$ cat src/core/printer_port_pkg.sv
`default_nettype none
package printer_port_pkg;
	localparam int CLK_MHZ    = 100;
	localparam int CNT_W      = 8;
	localparam int DATA_W     = 8;
	localparam int FIFO_DEPTH = 16;
	localparam int SYNC_W     = 13;
	localparam int SETUP_NS   = 500;
	localparam int STROBE_NS  = 500;
	localparam int HOLD_NS    = 500;
	localparam int INIT_NS    = 2500;
	localparam logic [CNT_W-1:0] SETUP_CYC  = CNT_W'((SETUP_NS * CLK_MHZ + 999) / 1000);
	localparam logic [CNT_W-1:0] STROBE_CYC = CNT_W'((STROBE_NS * CLK_MHZ + 999) / 1000);
	localparam logic [CNT_W-1:0] HOLD_CYC   = CNT_W'((HOLD_NS * CLK_MHZ + 999) / 1000);
	localparam logic [CNT_W-1:0] INIT_CYC   = CNT_W'((INIT_NS * CLK_MHZ + 999) / 1000);

	typedef enum logic [1:0] {
		OP_WR_DATA = 2'b00,
		OP_WR_ADDR = 2'b01,
		OP_RD_DATA = 2'b10,
		OP_RD_ADDR = 2'b11
	} op_t;

	typedef struct packed {
		op_t               op;
		logic [DATA_W-1:0] data;
	} cmd_t;

	typedef struct packed {
		logic ack;
		logic busy;
		logic fault;
		logic paperOut;
		logic online;
		logic irq;
	} status_t;

	typedef enum logic [2:0] {
		ST_IDLE   = 3'b000,
		ST_SETUP  = 3'b001,
		ST_STROBE = 3'b010,
		ST_EXTEND = 3'b011,
		ST_HOLD   = 3'b100
	} state_t;
endpackage
`default_nettype wire

$ cat src/core/printer_parallel_port_epp.sv
// Overview of operation
// - EPP: data strobe held through data accesses
// - EPP: address strobe held through address accesses
// - EPP: write indicator high on writes only
// - EPP: wait input stretches the current cycle
// - EPP: acknowledge pin is peripheral interrupt request
// - Standard: strobe pulse latches the data byte
// - Standard: line feed request drives its pin
// - Standard: select request drives select pin
// - Init request pulses printer reset output
// - Unidirectional: latch write pulse per write
// - Bidirectional: latch enable is data-port decode
// - Bidirectional: buffer enable on outgoing data
`default_nettype none
module printer_parallel_port_epp #(
	parameter int                         DEPTH      = printer_port_pkg::FIFO_DEPTH,
	parameter logic [printer_port_pkg::CNT_W-1:0] SETUP_CYC  = printer_port_pkg::SETUP_CYC,
	parameter logic [printer_port_pkg::CNT_W-1:0] STROBE_CYC = printer_port_pkg::STROBE_CYC,
	parameter logic [printer_port_pkg::CNT_W-1:0] HOLD_CYC   = printer_port_pkg::HOLD_CYC,
	parameter logic [printer_port_pkg::CNT_W-1:0] INIT_CYC   = printer_port_pkg::INIT_CYC
) (
	input  wire logic                    ref_clk,
	input  wire logic                    rst,
	input  wire logic                    portEnable,
	input  wire logic                    eppMode,
	input  wire logic                    bidirCfg,
	input  wire logic                    autoLfReq,
	input  wire logic                    selectReq,
	input  wire logic                    initReq,
	input  wire logic                    cmdValid,
	input  wire printer_port_pkg::cmd_t  cmdIn,
	output var  logic                    cmdReady,
	output var  logic                    rdValid,
	output var  logic [7:0]              rdData,
	output var  printer_port_pkg::status_t statusOut,
	output var  logic                    irqPulse,
	input  wire logic                    host_confirm_in,
	input  wire logic                    busyIn,
	input  wire logic                    errorIn,
	input  wire logic                    media_empty_in,
	input  wire logic                    online_status_in,
	input  wire logic [7:0]              pdIn,
	output var  logic [7:0]              pdOut,
	output var  logic                    pdOe,
	output var  logic                    auto_linefeed_out,
	output var  logic                    device_select_out,
	output var  logic                    data_latch_strobe,
	output var  logic                    printer_reset_out,
	output var  logic                    ext_latch_write_en,
	output var  logic                    ext_buffer_out_en
);
	localparam int CW = printer_port_pkg::CNT_W;

	logic [printer_port_pkg::SYNC_W-1:0] sync1_ff;
	logic [printer_port_pkg::SYNC_W-1:0] sync2_ff;
	logic                       hostPrev_ff;
	logic                       enable_ff;
	logic                       cfgEpp_ff;
	logic                       cfgBidir_ff;
	printer_port_pkg::state_t   state_ff;
	printer_port_pkg::state_t   nxt_state;
	logic [CW-1:0]              cnt_ff;
	logic [CW-1:0]              nxt_cnt;
	logic [CW-1:0]              initCnt_ff;
	printer_port_pkg::cmd_t     cmd_ff;
	printer_port_pkg::cmd_t     fifoData;
	printer_port_pkg::cmd_t     curCmd;
	logic                       fifoValid;
	logic                       pop;
	logic                       capture;
	logic                       hostSync;
	logic                       busySync;
	logic                       curEpp;
	logic                       curBidir;
	logic                       active;
	logic                       strobeNow;
	logic                       isWr;
	logic                       isAddr;
	logic                       dataPort;

	param_fifo #(
		.WIDTH($bits(printer_port_pkg::cmd_t)),
		.DEPTH(DEPTH)
	) cmdFifo (
		.ref_clk (ref_clk),
		.rst     (rst),
		.inValid (cmdValid),
		.inReady (cmdReady),
		.inData  (cmdIn),
		.outValid(fifoValid),
		.outReady(pop),
		.outData (fifoData)
	);

	// Pin inputs pass two flip-flops
	always_ff @(posedge ref_clk or posedge rst) begin
		if (rst) begin
			sync1_ff <= '0;
			sync2_ff <= '0;
		end else begin
			sync1_ff <= {host_confirm_in, busyIn, errorIn, media_empty_in,
				online_status_in, pdIn};
			sync2_ff <= sync1_ff;
		end
	end

	assign hostSync = sync2_ff[12];
	assign busySync = sync2_ff[11];

	always_ff @(posedge ref_clk or posedge rst) begin
		if (rst) begin
			enable_ff <= 1'b0;
		end else begin
			enable_ff <= portEnable;
		end
	end

	// Access sequencer
	always_comb begin
		nxt_state = state_ff;
		nxt_cnt   = cnt_ff;
		pop       = 1'b0;
		capture   = 1'b0;
		case (state_ff)
			printer_port_pkg::ST_IDLE: begin
				if (enable_ff && fifoValid) begin
					pop       = 1'b1;
					nxt_state = printer_port_pkg::ST_SETUP;
					nxt_cnt   = SETUP_CYC - CW'(1);
				end
			end
			printer_port_pkg::ST_SETUP: begin
				if (cnt_ff == '0) begin
					nxt_state = printer_port_pkg::ST_STROBE;
					nxt_cnt   = STROBE_CYC - CW'(1);
				end else begin
					nxt_cnt = cnt_ff - CW'(1);
				end
			end
			printer_port_pkg::ST_STROBE: begin
				if (cnt_ff != '0) begin
					nxt_cnt = cnt_ff - CW'(1);
				end else if (cfgEpp_ff && busySync) begin
					nxt_state = printer_port_pkg::ST_EXTEND;
				end else begin
					capture   = 1'b1;
					nxt_state = printer_port_pkg::ST_HOLD;
					nxt_cnt   = HOLD_CYC - CW'(1);
				end
			end
			printer_port_pkg::ST_EXTEND: begin
				if (!busySync) begin
					capture   = 1'b1;
					nxt_state = printer_port_pkg::ST_HOLD;
					nxt_cnt   = HOLD_CYC - CW'(1);
				end
			end
			printer_port_pkg::ST_HOLD: begin
				if (cnt_ff == '0) begin
					nxt_state = printer_port_pkg::ST_IDLE;
				end else begin
					nxt_cnt = cnt_ff - CW'(1);
				end
			end
			default: begin
				nxt_state = printer_port_pkg::ST_IDLE;
			end
		endcase
	end

	always_ff @(posedge ref_clk or posedge rst) begin
		if (rst) begin
			state_ff <= printer_port_pkg::ST_IDLE;
			cnt_ff   <= '0;
		end else begin
			state_ff <= nxt_state;
			cnt_ff   <= nxt_cnt;
		end
	end

	always_ff @(posedge ref_clk or posedge rst) begin
		if (rst) begin
			cmd_ff      <= '0;
			cfgEpp_ff   <= 1'b0;
			cfgBidir_ff <= 1'b0;
		end else if (pop) begin
			cmd_ff      <= fifoData;
			cfgEpp_ff   <= eppMode;
			cfgBidir_ff <= bidirCfg;
		end
	end

	// Pin decode of the coming cycle
	assign curCmd    = pop ? fifoData : cmd_ff;
	assign curEpp    = (state_ff == printer_port_pkg::ST_IDLE) ? eppMode : cfgEpp_ff;
	assign curBidir  = (state_ff == printer_port_pkg::ST_IDLE) ? bidirCfg : cfgBidir_ff;
	assign active    = nxt_state != printer_port_pkg::ST_IDLE;
	assign strobeNow = nxt_state == printer_port_pkg::ST_STROBE ||
		nxt_state == printer_port_pkg::ST_EXTEND;
	assign isWr      = !curCmd.op[1];
	assign isAddr    = curCmd.op[0];
	assign dataPort  = !curEpp || !isAddr;

	always_ff @(posedge ref_clk or posedge rst) begin
		if (rst) begin
			data_latch_strobe <= 1'b0;
			auto_linefeed_out <= 1'b0;
			device_select_out <= 1'b0;
		end else if (curEpp) begin
			data_latch_strobe <= active && isWr;
			auto_linefeed_out <= strobeNow && !isAddr;
			device_select_out <= strobeNow && isAddr;
		end else begin
			data_latch_strobe <= strobeNow && isWr;
			auto_linefeed_out <= enable_ff && autoLfReq;
			device_select_out <= enable_ff && selectReq;
		end
	end

	always_ff @(posedge ref_clk or posedge rst) begin
		if (rst) begin
			pdOe               <= 1'b0;
			ext_latch_write_en <= 1'b0;
			ext_buffer_out_en  <= 1'b0;
		end else begin
			pdOe <= active && isWr;
			if (curBidir) begin
				ext_latch_write_en <= active && dataPort;
				ext_buffer_out_en  <= active && isWr;
			end else begin
				ext_latch_write_en <= nxt_state == printer_port_pkg::ST_SETUP && isWr;
				ext_buffer_out_en  <= 1'b0;
			end
		end
	end

	always_ff @(posedge ref_clk or posedge rst) begin
		if (rst) begin
			pdOut <= '0;
		end else if (pop) begin
			pdOut <= fifoData.data;
		end
	end

	always_ff @(posedge ref_clk or posedge rst) begin
		if (rst) begin
			rdValid <= 1'b0;
			rdData  <= '0;
		end else begin
			rdValid <= capture && !isWr;
			if (capture && !isWr) rdData <= sync2_ff[7:0];
		end
	end

	// Printer initialisation pulse
	always_ff @(posedge ref_clk or posedge rst) begin
		if (rst) begin
			printer_reset_out <= 1'b0;
			initCnt_ff        <= '0;
		end else if (initReq && enable_ff && !printer_reset_out) begin
			printer_reset_out <= 1'b1;
			initCnt_ff        <= INIT_CYC - CW'(1);
		end else if (initCnt_ff != '0) begin
			initCnt_ff <= initCnt_ff - CW'(1);
		end else begin
			printer_reset_out <= 1'b0;
		end
	end

	// Status pins by mode
	always_ff @(posedge ref_clk or posedge rst) begin
		if (rst) begin
			statusOut   <= '0;
			hostPrev_ff <= 1'b0;
			irqPulse    <= 1'b0;
		end else begin
			hostPrev_ff        <= hostSync;
			statusOut.ack      <= !eppMode && hostSync;
			statusOut.busy     <= !eppMode && busySync;
			statusOut.fault    <= sync2_ff[10];
			statusOut.paperOut <= sync2_ff[9];
			statusOut.online   <= sync2_ff[8];
			statusOut.irq      <= eppMode && hostSync;
			irqPulse           <= eppMode && hostSync && !hostPrev_ff;
		end
	end

	// Checks
	logic [CW-1:0] strobeLen_ff;
	always_ff @(posedge ref_clk or posedge rst) begin
		if (rst) strobeLen_ff <= '0;
		else if (data_latch_strobe) strobeLen_ff <= strobeLen_ff + CW'(1);
		else strobeLen_ff <= '0;
	end
endmodule // printer_parallel_port_epp
`default_nettype wire

$ cat src/core/param_fifo.sv
`default_nettype none
module param_fifo #(
	parameter int WIDTH = 8,
	parameter int DEPTH = 16
) (
	input  wire logic             ref_clk,
	input  wire logic             rst,
	input  wire logic             inValid,
	output var  logic             inReady,
	input  wire logic [WIDTH-1:0] inData,
	output logic                  outValid,
	input  wire logic             outReady,
	output logic      [WIDTH-1:0] outData
);
	localparam int AW = $clog2(DEPTH);

	logic [WIDTH-1:0] mem_ff [DEPTH];
	logic [AW-1:0]    wrPtr_ff;
	logic [AW-1:0]    rdPtr_ff;
	logic [AW:0]      count_ff;
	logic [AW:0]      nxt_count;
	logic             push;
	logic             pop;

	assign push     = inValid && inReady;
	assign pop      = outValid && outReady;
	assign outValid = count_ff != '0;
	assign outData  = mem_ff[rdPtr_ff];

	always_comb begin
		nxt_count = count_ff;
		if (push && !pop) begin
			nxt_count = count_ff + (AW+1)'(1);
		end else if (pop && !push) begin
			nxt_count = count_ff - (AW+1)'(1);
		end
	end

	always_ff @(posedge ref_clk or posedge rst) begin
		if (rst) begin
			count_ff <= '0;
			inReady  <= 1'b1;
			wrPtr_ff <= '0;
			rdPtr_ff <= '0;
		end else begin
			count_ff <= nxt_count;
			inReady  <= nxt_count != (AW+1)'(DEPTH);
			if (push) wrPtr_ff <= wrPtr_ff + AW'(1);
			if (pop) rdPtr_ff <= rdPtr_ff + AW'(1);
		end
	end

	always_ff @(posedge ref_clk) begin
		if (push) mem_ff[wrPtr_ff] <= inData;
	end
endmodule // param_fifo
`default_nettype wire

$ cat config.mk
export PLATFORM = sky130hd
export DESIGN_NAME = printer_parallel_port_epp
export DESIGN_NICKNAME = d
export VERILOG_FILES = /design/src/core/printer_port_pkg.sv /design/src/core/printer_parallel_port_epp.sv /design/src/core/param_fifo.sv
export SDC_FILE = /design/constraint.sdc
export NUM_CORES = 1
export LEC_CHECK = 0
export ABC_AREA = 1
export BUFFER_PORTS_ARGS = -buffer_cell sky130_fd_sc_hd__buf_2
export CAP_MARGIN = 20
export CORE_ASPECT_RATIO = 0.9
export CORE_MARGIN = 2
export CORE_UTILIZATION = 56
export DETAILED_ROUTE_END_ITERATION = 6
export PLACE_DENSITY = 0.82
export SLEW_MARGIN = 20
export SYNTH_ARGS = -nofsm -noshare
export SYNTH_HDL_FRONTEND = slang
export SYNTH_SLANG_ARGS = --single-unit
$ cat constraint.sdc
create_clock -name ref_clk -period 3.26 [get_ports ref_clk]
set_input_delay 0.326 -clock ref_clk [delete_from_list [all_inputs] [get_ports ref_clk]]
set_output_delay 0.326 -clock ref_clk [all_outputs]
set_load 0.02 [all_outputs]
After elaboration in Yosys (flattened, before gate mapping)
Memory sizes are Yosys's and may differ from the RTL's.
Index checks and enable logic that the tools add are counted.
Widths: inputs -> output; s select.
{ "classes": {"n_addsub": 6, "eq_ne": 13, "mux": 36, "n_reduce_logical": 40} }
{ "ops": {"columns": ["op", "count"], "rows": [
  ["$mux 8", 8],
  ["$pmux 8 s5", 1],
  ["$logic_and 1x1->1", 21],
  ["$mux 3", 6],
  ["$mux 1", 16],
  ["$reduce_bool 8->1", 2],
  ["$sub 8x1->8 const B", 2],
  ["$pmux 3 s5", 1],
  ["$eq 3x2->1 const B", 4],
  ["$mux 10", 1],
  ["$mux 5", 2],
  ["$reduce_bool 5->1", 2],
  ["$add 4x1->4 const B", 2],
  ["$logic_not 1->1", 8],
  ["$logic_not 8->1", 1],
  ["$ne 2x2->1 const B", 4],
  ["$eq 3x1->1 const B", 2],
  ["$add 5x1->5 const B", 1],
  ["$ne 5x5->1 const B", 1],
  ["$reduce_and 5->1", 1],
  ["$sub 5x1->5 const B", 1],
  ["$eq 3x3->1 const B", 1],
  ["$logic_not 3->1", 1],
  ["$ne 3x3->1 const B", 1],
  ["other kinds (4)", 5]
]} }
{ "totals": {"register_bits": 96, "ram_bits": 160, "input_bits": 32, "elab_cells": 127, "n_memories": 1} }
{ "mem_list": {"columns": ["name", "depth", "width", "rd", "rd_ports_with_merged_regs", "write_ports", "line_no", "source"], "rows": [
  ["cmdFifo.mem_ff", 16, 10, 1, 0, 1, "param_fifo.sv:17", "logic [WIDTH-1:0] mem_ff [DEPTH];"]
]} }

Logic depth before layout (Yosys ltp)
{ "depth": {"word_depth": 9, "ltp_mapped": 14, "ltp_nobuf": 14} }

Hierarchy
From an unflattened synthesis, not the netlist that was laid out.
{ "unflattened": {"hier_cells": 910, "hier_area_um2": 10543.9} }
{ "modules_own_cells": {"columns": ["mod", "instances", "cells_each", "area_each_um2"], "rows": [
  ["param_fifo", 1, 549, 7128.1],
  ["printer_parallel_port_epp", 1, 361, 3415.8]
]} }

Least setup slack after synthesis
No wires, ideal clock.
{ "synth_path": {"path_type": "reg-to-reg", "from": "register cmdFifo.inReady", "to": "memory cmdFifo.mem_ff[0][0] in the netlist's numbering (enable)", "setup_ps": 376, "t_arrival_ps": 1592, "required_ps": 2884, "path_slack_ps": 1291, "stages_incl_launch_ff": 6, "path_buffers": 1, "period_less_slack_ps": 1969, "path_cell_list": "dfstp_2 -> nand2_1 -> inv_1 -> buf_2 -> nand2_1 -> nor2_1"} }
{ "synth_via": {"elab_chain_len": 3} }
{ "synth_lines": {"columns": ["item", "line_no", "source"], "rows": [
  ["start: declaration", "param_fifo.sv:9", "output var logic inReady,"],
  ["start signal: assignment", "param_fifo.sv:47", "inReady <= nxt_count != (AW+1)'(DEPTH);"],
  ["$logic_and 1x1->1", "param_fifo.sv:25", "assign push = inValid && inReady;"],
  ["$mux 1", "param_fifo.sv:54", "if (push) mem_ff[wrPtr_ff] <= inData;"],
  ["$mux 1 (implied by the code)", "param_fifo.sv:54", null],
  ["end: declaration", "param_fifo.sv:17", null]
]} }
Every way passes these cells.

Worst setup path after layout
{ "layout_path": {"from": "register cmdFifo.inReady", "to": "memory cmdFifo.mem_ff[10][4] in the netlist's numbering (enable)"} }
The elaborated chain is that of the path after synthesis.

==> results.py <==
metrics = {
    "placement": {
        "place_congestion": 0.881,
        "port-buffer-count": 63,
        "dp_slack_ns": 0.908,
        "hpwl_microns": 14400,
        "placed_area_sq_um": 11000,
    },
    "drt": {
        "vias_per_cell": 5.63,
        "wire_per_inst_microns": 18.6,
        "drt_iter0_markers": 647,
        "antenna_left": 0,
        "drt-total-wl_microns": 23400,
        "vias": 7081,
        "remaining_drc_errors": 0,
        "drt-pass1-iter-count": 5,
    },
    "sta": {
        "fin_crit_sh_pct": 74.7,
        "fin_tns_setup_ns": 0,
        "worstMarginPinSlew_ns": 0.997,
        "fmax_mhz": 411,
        "skew_ns": 0.0132,
        "final_max_slew_viol_count": 0,
        "hold_viol_final": 0,
        "max_slew_margin_pct": 33.3,
        "setup_viol": 0,
        "finalCriticalPeriod_ns": 2.44,
        "fin_ws_ns": 0.825,
        "rsz0062_at_grt": "no",
    },
    "worst_setup_path": {
        "crit_cells": 4,
        "r2r_start": "cmdFifo.inReady$_DFF_PP1_",
        "cpPeakStageDelay_ns": 0.80,
        "crit_slowest_cell": "nor2_1",
        "critPathArrivalTime_ns": 2.58,
        "worstSetupStartpoint": "cmdFifo.inReady$_DFF_PP1_",
        "r2r_end": "cmdFifo.mem_ff[10][4]$_DFFE_PP_",
        "cp_cell_sequence": "nand2_1 -> inv_1 -> nand2_1 -> nor2_1",
        "crit_buf_inv": 1,
        "crit_required_ns": 3.40,
        "crit_path_frequent_cell": "nand2_1",
        "worstSetupStartpointType": "flop",
        "ff2ff_setup_slack_ns": 0.82,
        "rr_worst_depth": 4,
        "critical_path_class": "flop to flop",
        "crit_path_end_kind": "flop",
        "crit_family": "simple AND/OR/NAND/NOR gates",
        "crit_end": "cmdFifo.mem_ff[10][4]$_DFFE_PP_",
        "crit_fanout": 11,
    },
    "cells_and_area": {
        "area_growth_pct": 14.1,
        "fillCellCount": 1322,
        "seqCellArea_sq_um": 7210,
        "final_common_cell": "edfxtp_1",
        "multi_input_area_sq_um": 2830,
        "final_cell_mix": "edfxtp_1, nand2_1, nor2_1, dfrtp_1, o21ai_0",
        "nNetsFinal": 1035,
        "drive_gt1_share_pct": 15.3,
        "design_area_sq_um": 12000,
    },
    "hold_path": {
        "min_from": "bidirCfg",
        "hold_class": "input pin to flop",
    },
    "clocking": {
        "cts_setup_buffers": 0,
        "cts_buffer_depth": 3,
        "cts_root_buf": "clkbuf_16",
        "clock_sinks": 256,
        "cts_buffers": 26,
        "cts_htree_levels": 1,
        "cts.clk_slew.worst_paths_ns": 0.06,
        "clk_latency_ns": 0.53,
        "cts_tree": "built",
    },
    "pwr": {
        "vdd_drop_max_mv": 0.445,
        "power_density_nw_per_um2": 893,
        "leakage_nw": 4.88,
    },
    "synth": {
        "synth_largest_area_cell": "edfxtp_1",
        "synth.area.top_cells": "edfxtp_1, dfrtp_1, nand2_1",
        "ys_seq_elements": 256,
        "syn-num-nets": 967,
        "ys.flop_type": "edfxtp_1",
        "synth_area_sq_um": 10500,
        "yosysUniqueCellTypes": 42,
        "synth_edf_count": 160,
        "yosys_warnings": 0,
        "syn_avg_cell_area_sq_um": 11.4,
        "synth_cells": 923,
        "yosysSeqAreaShare_pct": 68.4,
        "synth.top_cell.area_share_pct": 45.6,
        "async_flop_share_pct": 37.5,
    },
    "grt": {
        "grt_overflow": 0,
        "grt_usage_pct": 24.0,
        "grt_max_degree": 83,
        "grt_antenna_before_repair": 0,
        "grt_pass1_vias": 7147,
        "grt_pass1_wl_microns": 37300,
    },
    "flow_run": {
        "maxCapViolCount": 0,
    },
    "status": {
        "outcome": "completed",
    },
    "floorplan": {
        "die_height_microns": 134,
        "ios": 64,
        "initial_core_util_pct": 57.2,
        "rows": 47,
        "core_sq_um": 18400,
        "die_area_sq_um": 19900,
        "die_w_microns": 149,
    },
}
layout make-up:
class	count	area share [%]
inverters	60	1.92
diodes	2	0.0416
multi-input cells	562	23.5
clock buffers	35	6.71
well taps	245	2.55
clock inverters	13	0.884
repair buffers	85	4.41
flip-flops and latches	256	60.0
sequential cells by signal, summed over array words and instances, names as in the netlist, 2 cells and up:
register,cells
cmdFifo.count_ff,5
sync2_ff,13
sync1_ff,13
cmdFifo.mem_ff,160
cmd_ff,2
cnt_ff,8
pdOut,8
statusOut,6
initCnt_ff,8
state_ff,3
rdData,8
cmdFifo.wrPtr_ff,4
cmdFifo.rdPtr_ff,4
routing by layer:
layer	track usage (%)	wire length, microns
met5	0	0
met4	7.99	672
met3	3.57	1510
met2	40.2	11600
met1	32.8	9610
where the power goes:
part / switching [mW] / internal (mW) / leakage, nW
Sequential: 0.274 / 3.97 / 2.59
Combinational: 2.43 / 0.999 / 1.83
Clock: 1.24 / 1.83 / 0.465
cell usage after synthesis, types with 2 or more instances:
library cell and count:
buf_4 13, ha_1 12, nor2_2 4, nand2_1 154, o22ai_1 8, edfxtp_1 160
o21ai_1 10, inv_1 51, nor4_1 2, nand2_2 8, xor2_1 11, buf_2 12
nand2_4 2, nand4_1 12, o211ai_1 21, buf_6 5, a21oi_1 4, nand3_1 55
nor2_4 2, buf_1 3, inv_2 7, o21a_1 2, o221ai_1 12, dfrtp_1 95
clkbuf_1 12, o21ai_0 83, nand3_2 2, nand3_4 2, nor2_1 140, nor3_1 7
repair_timing:
action	4_1_cts	5_1_grt
endpoints found under the hold margin	64	0
hold buffers	15	0
resized for setup	0	0
how the worst min path moves through the flow:
| stage | endpoint | slack, ns | cells past startpoint |
|---|---|---|---|
| floorplan | statusOut[1]$_DFF_PP0_ | 0.33 | 0 |
| global placement | sync2_ff[0]$_DFF_PP0_ | 0.33 | 0 |
| detailed placement | statusOut[2]$_DFF_PP0_ | 0.33 | 0 |
| CTS | statusOut[4]$_DFF_PP0_ | 0.03 | 2 |
| global route | statusOut[5]$_DFF_PP0_ | 0.05 | 2 |
| finish | cfgBidir_ff$_DFFE_PP0N_ | 0.04 | 3 |
stage by stage:
stage	power [mW]	hold WS [ns]	utilization, %	instances
6_report	10.7	0.0400	65.3	1258
5_1_grt	11.3	0.0474	65.3	1256
4_1_cts	10.7	0.0293	65.3	1256
3_5_place_dp	7.64	0.335	59.5	1193
3_3_place_gp	7.51	0.334	59.5	1193
2_1_floorplan	6.79	0.331	-	923
cells by family after synthesis:
family                   synth area share (%)
buffers and inverters                    4.74
AO/OA/AOI/OAI                            7.87
XOR/XNOR                                 1.15
flip-flops                               68.4
AND/OR/NAND/NOR                          16.4
adder cells (fa/ha/maj)                  1.42
worst min-delay path: stages:
cell and delay (ns):
buf_2 0.09, nand2_1 0.04, o21ai_0 0.07
Power figures use the tool's default switching activity.
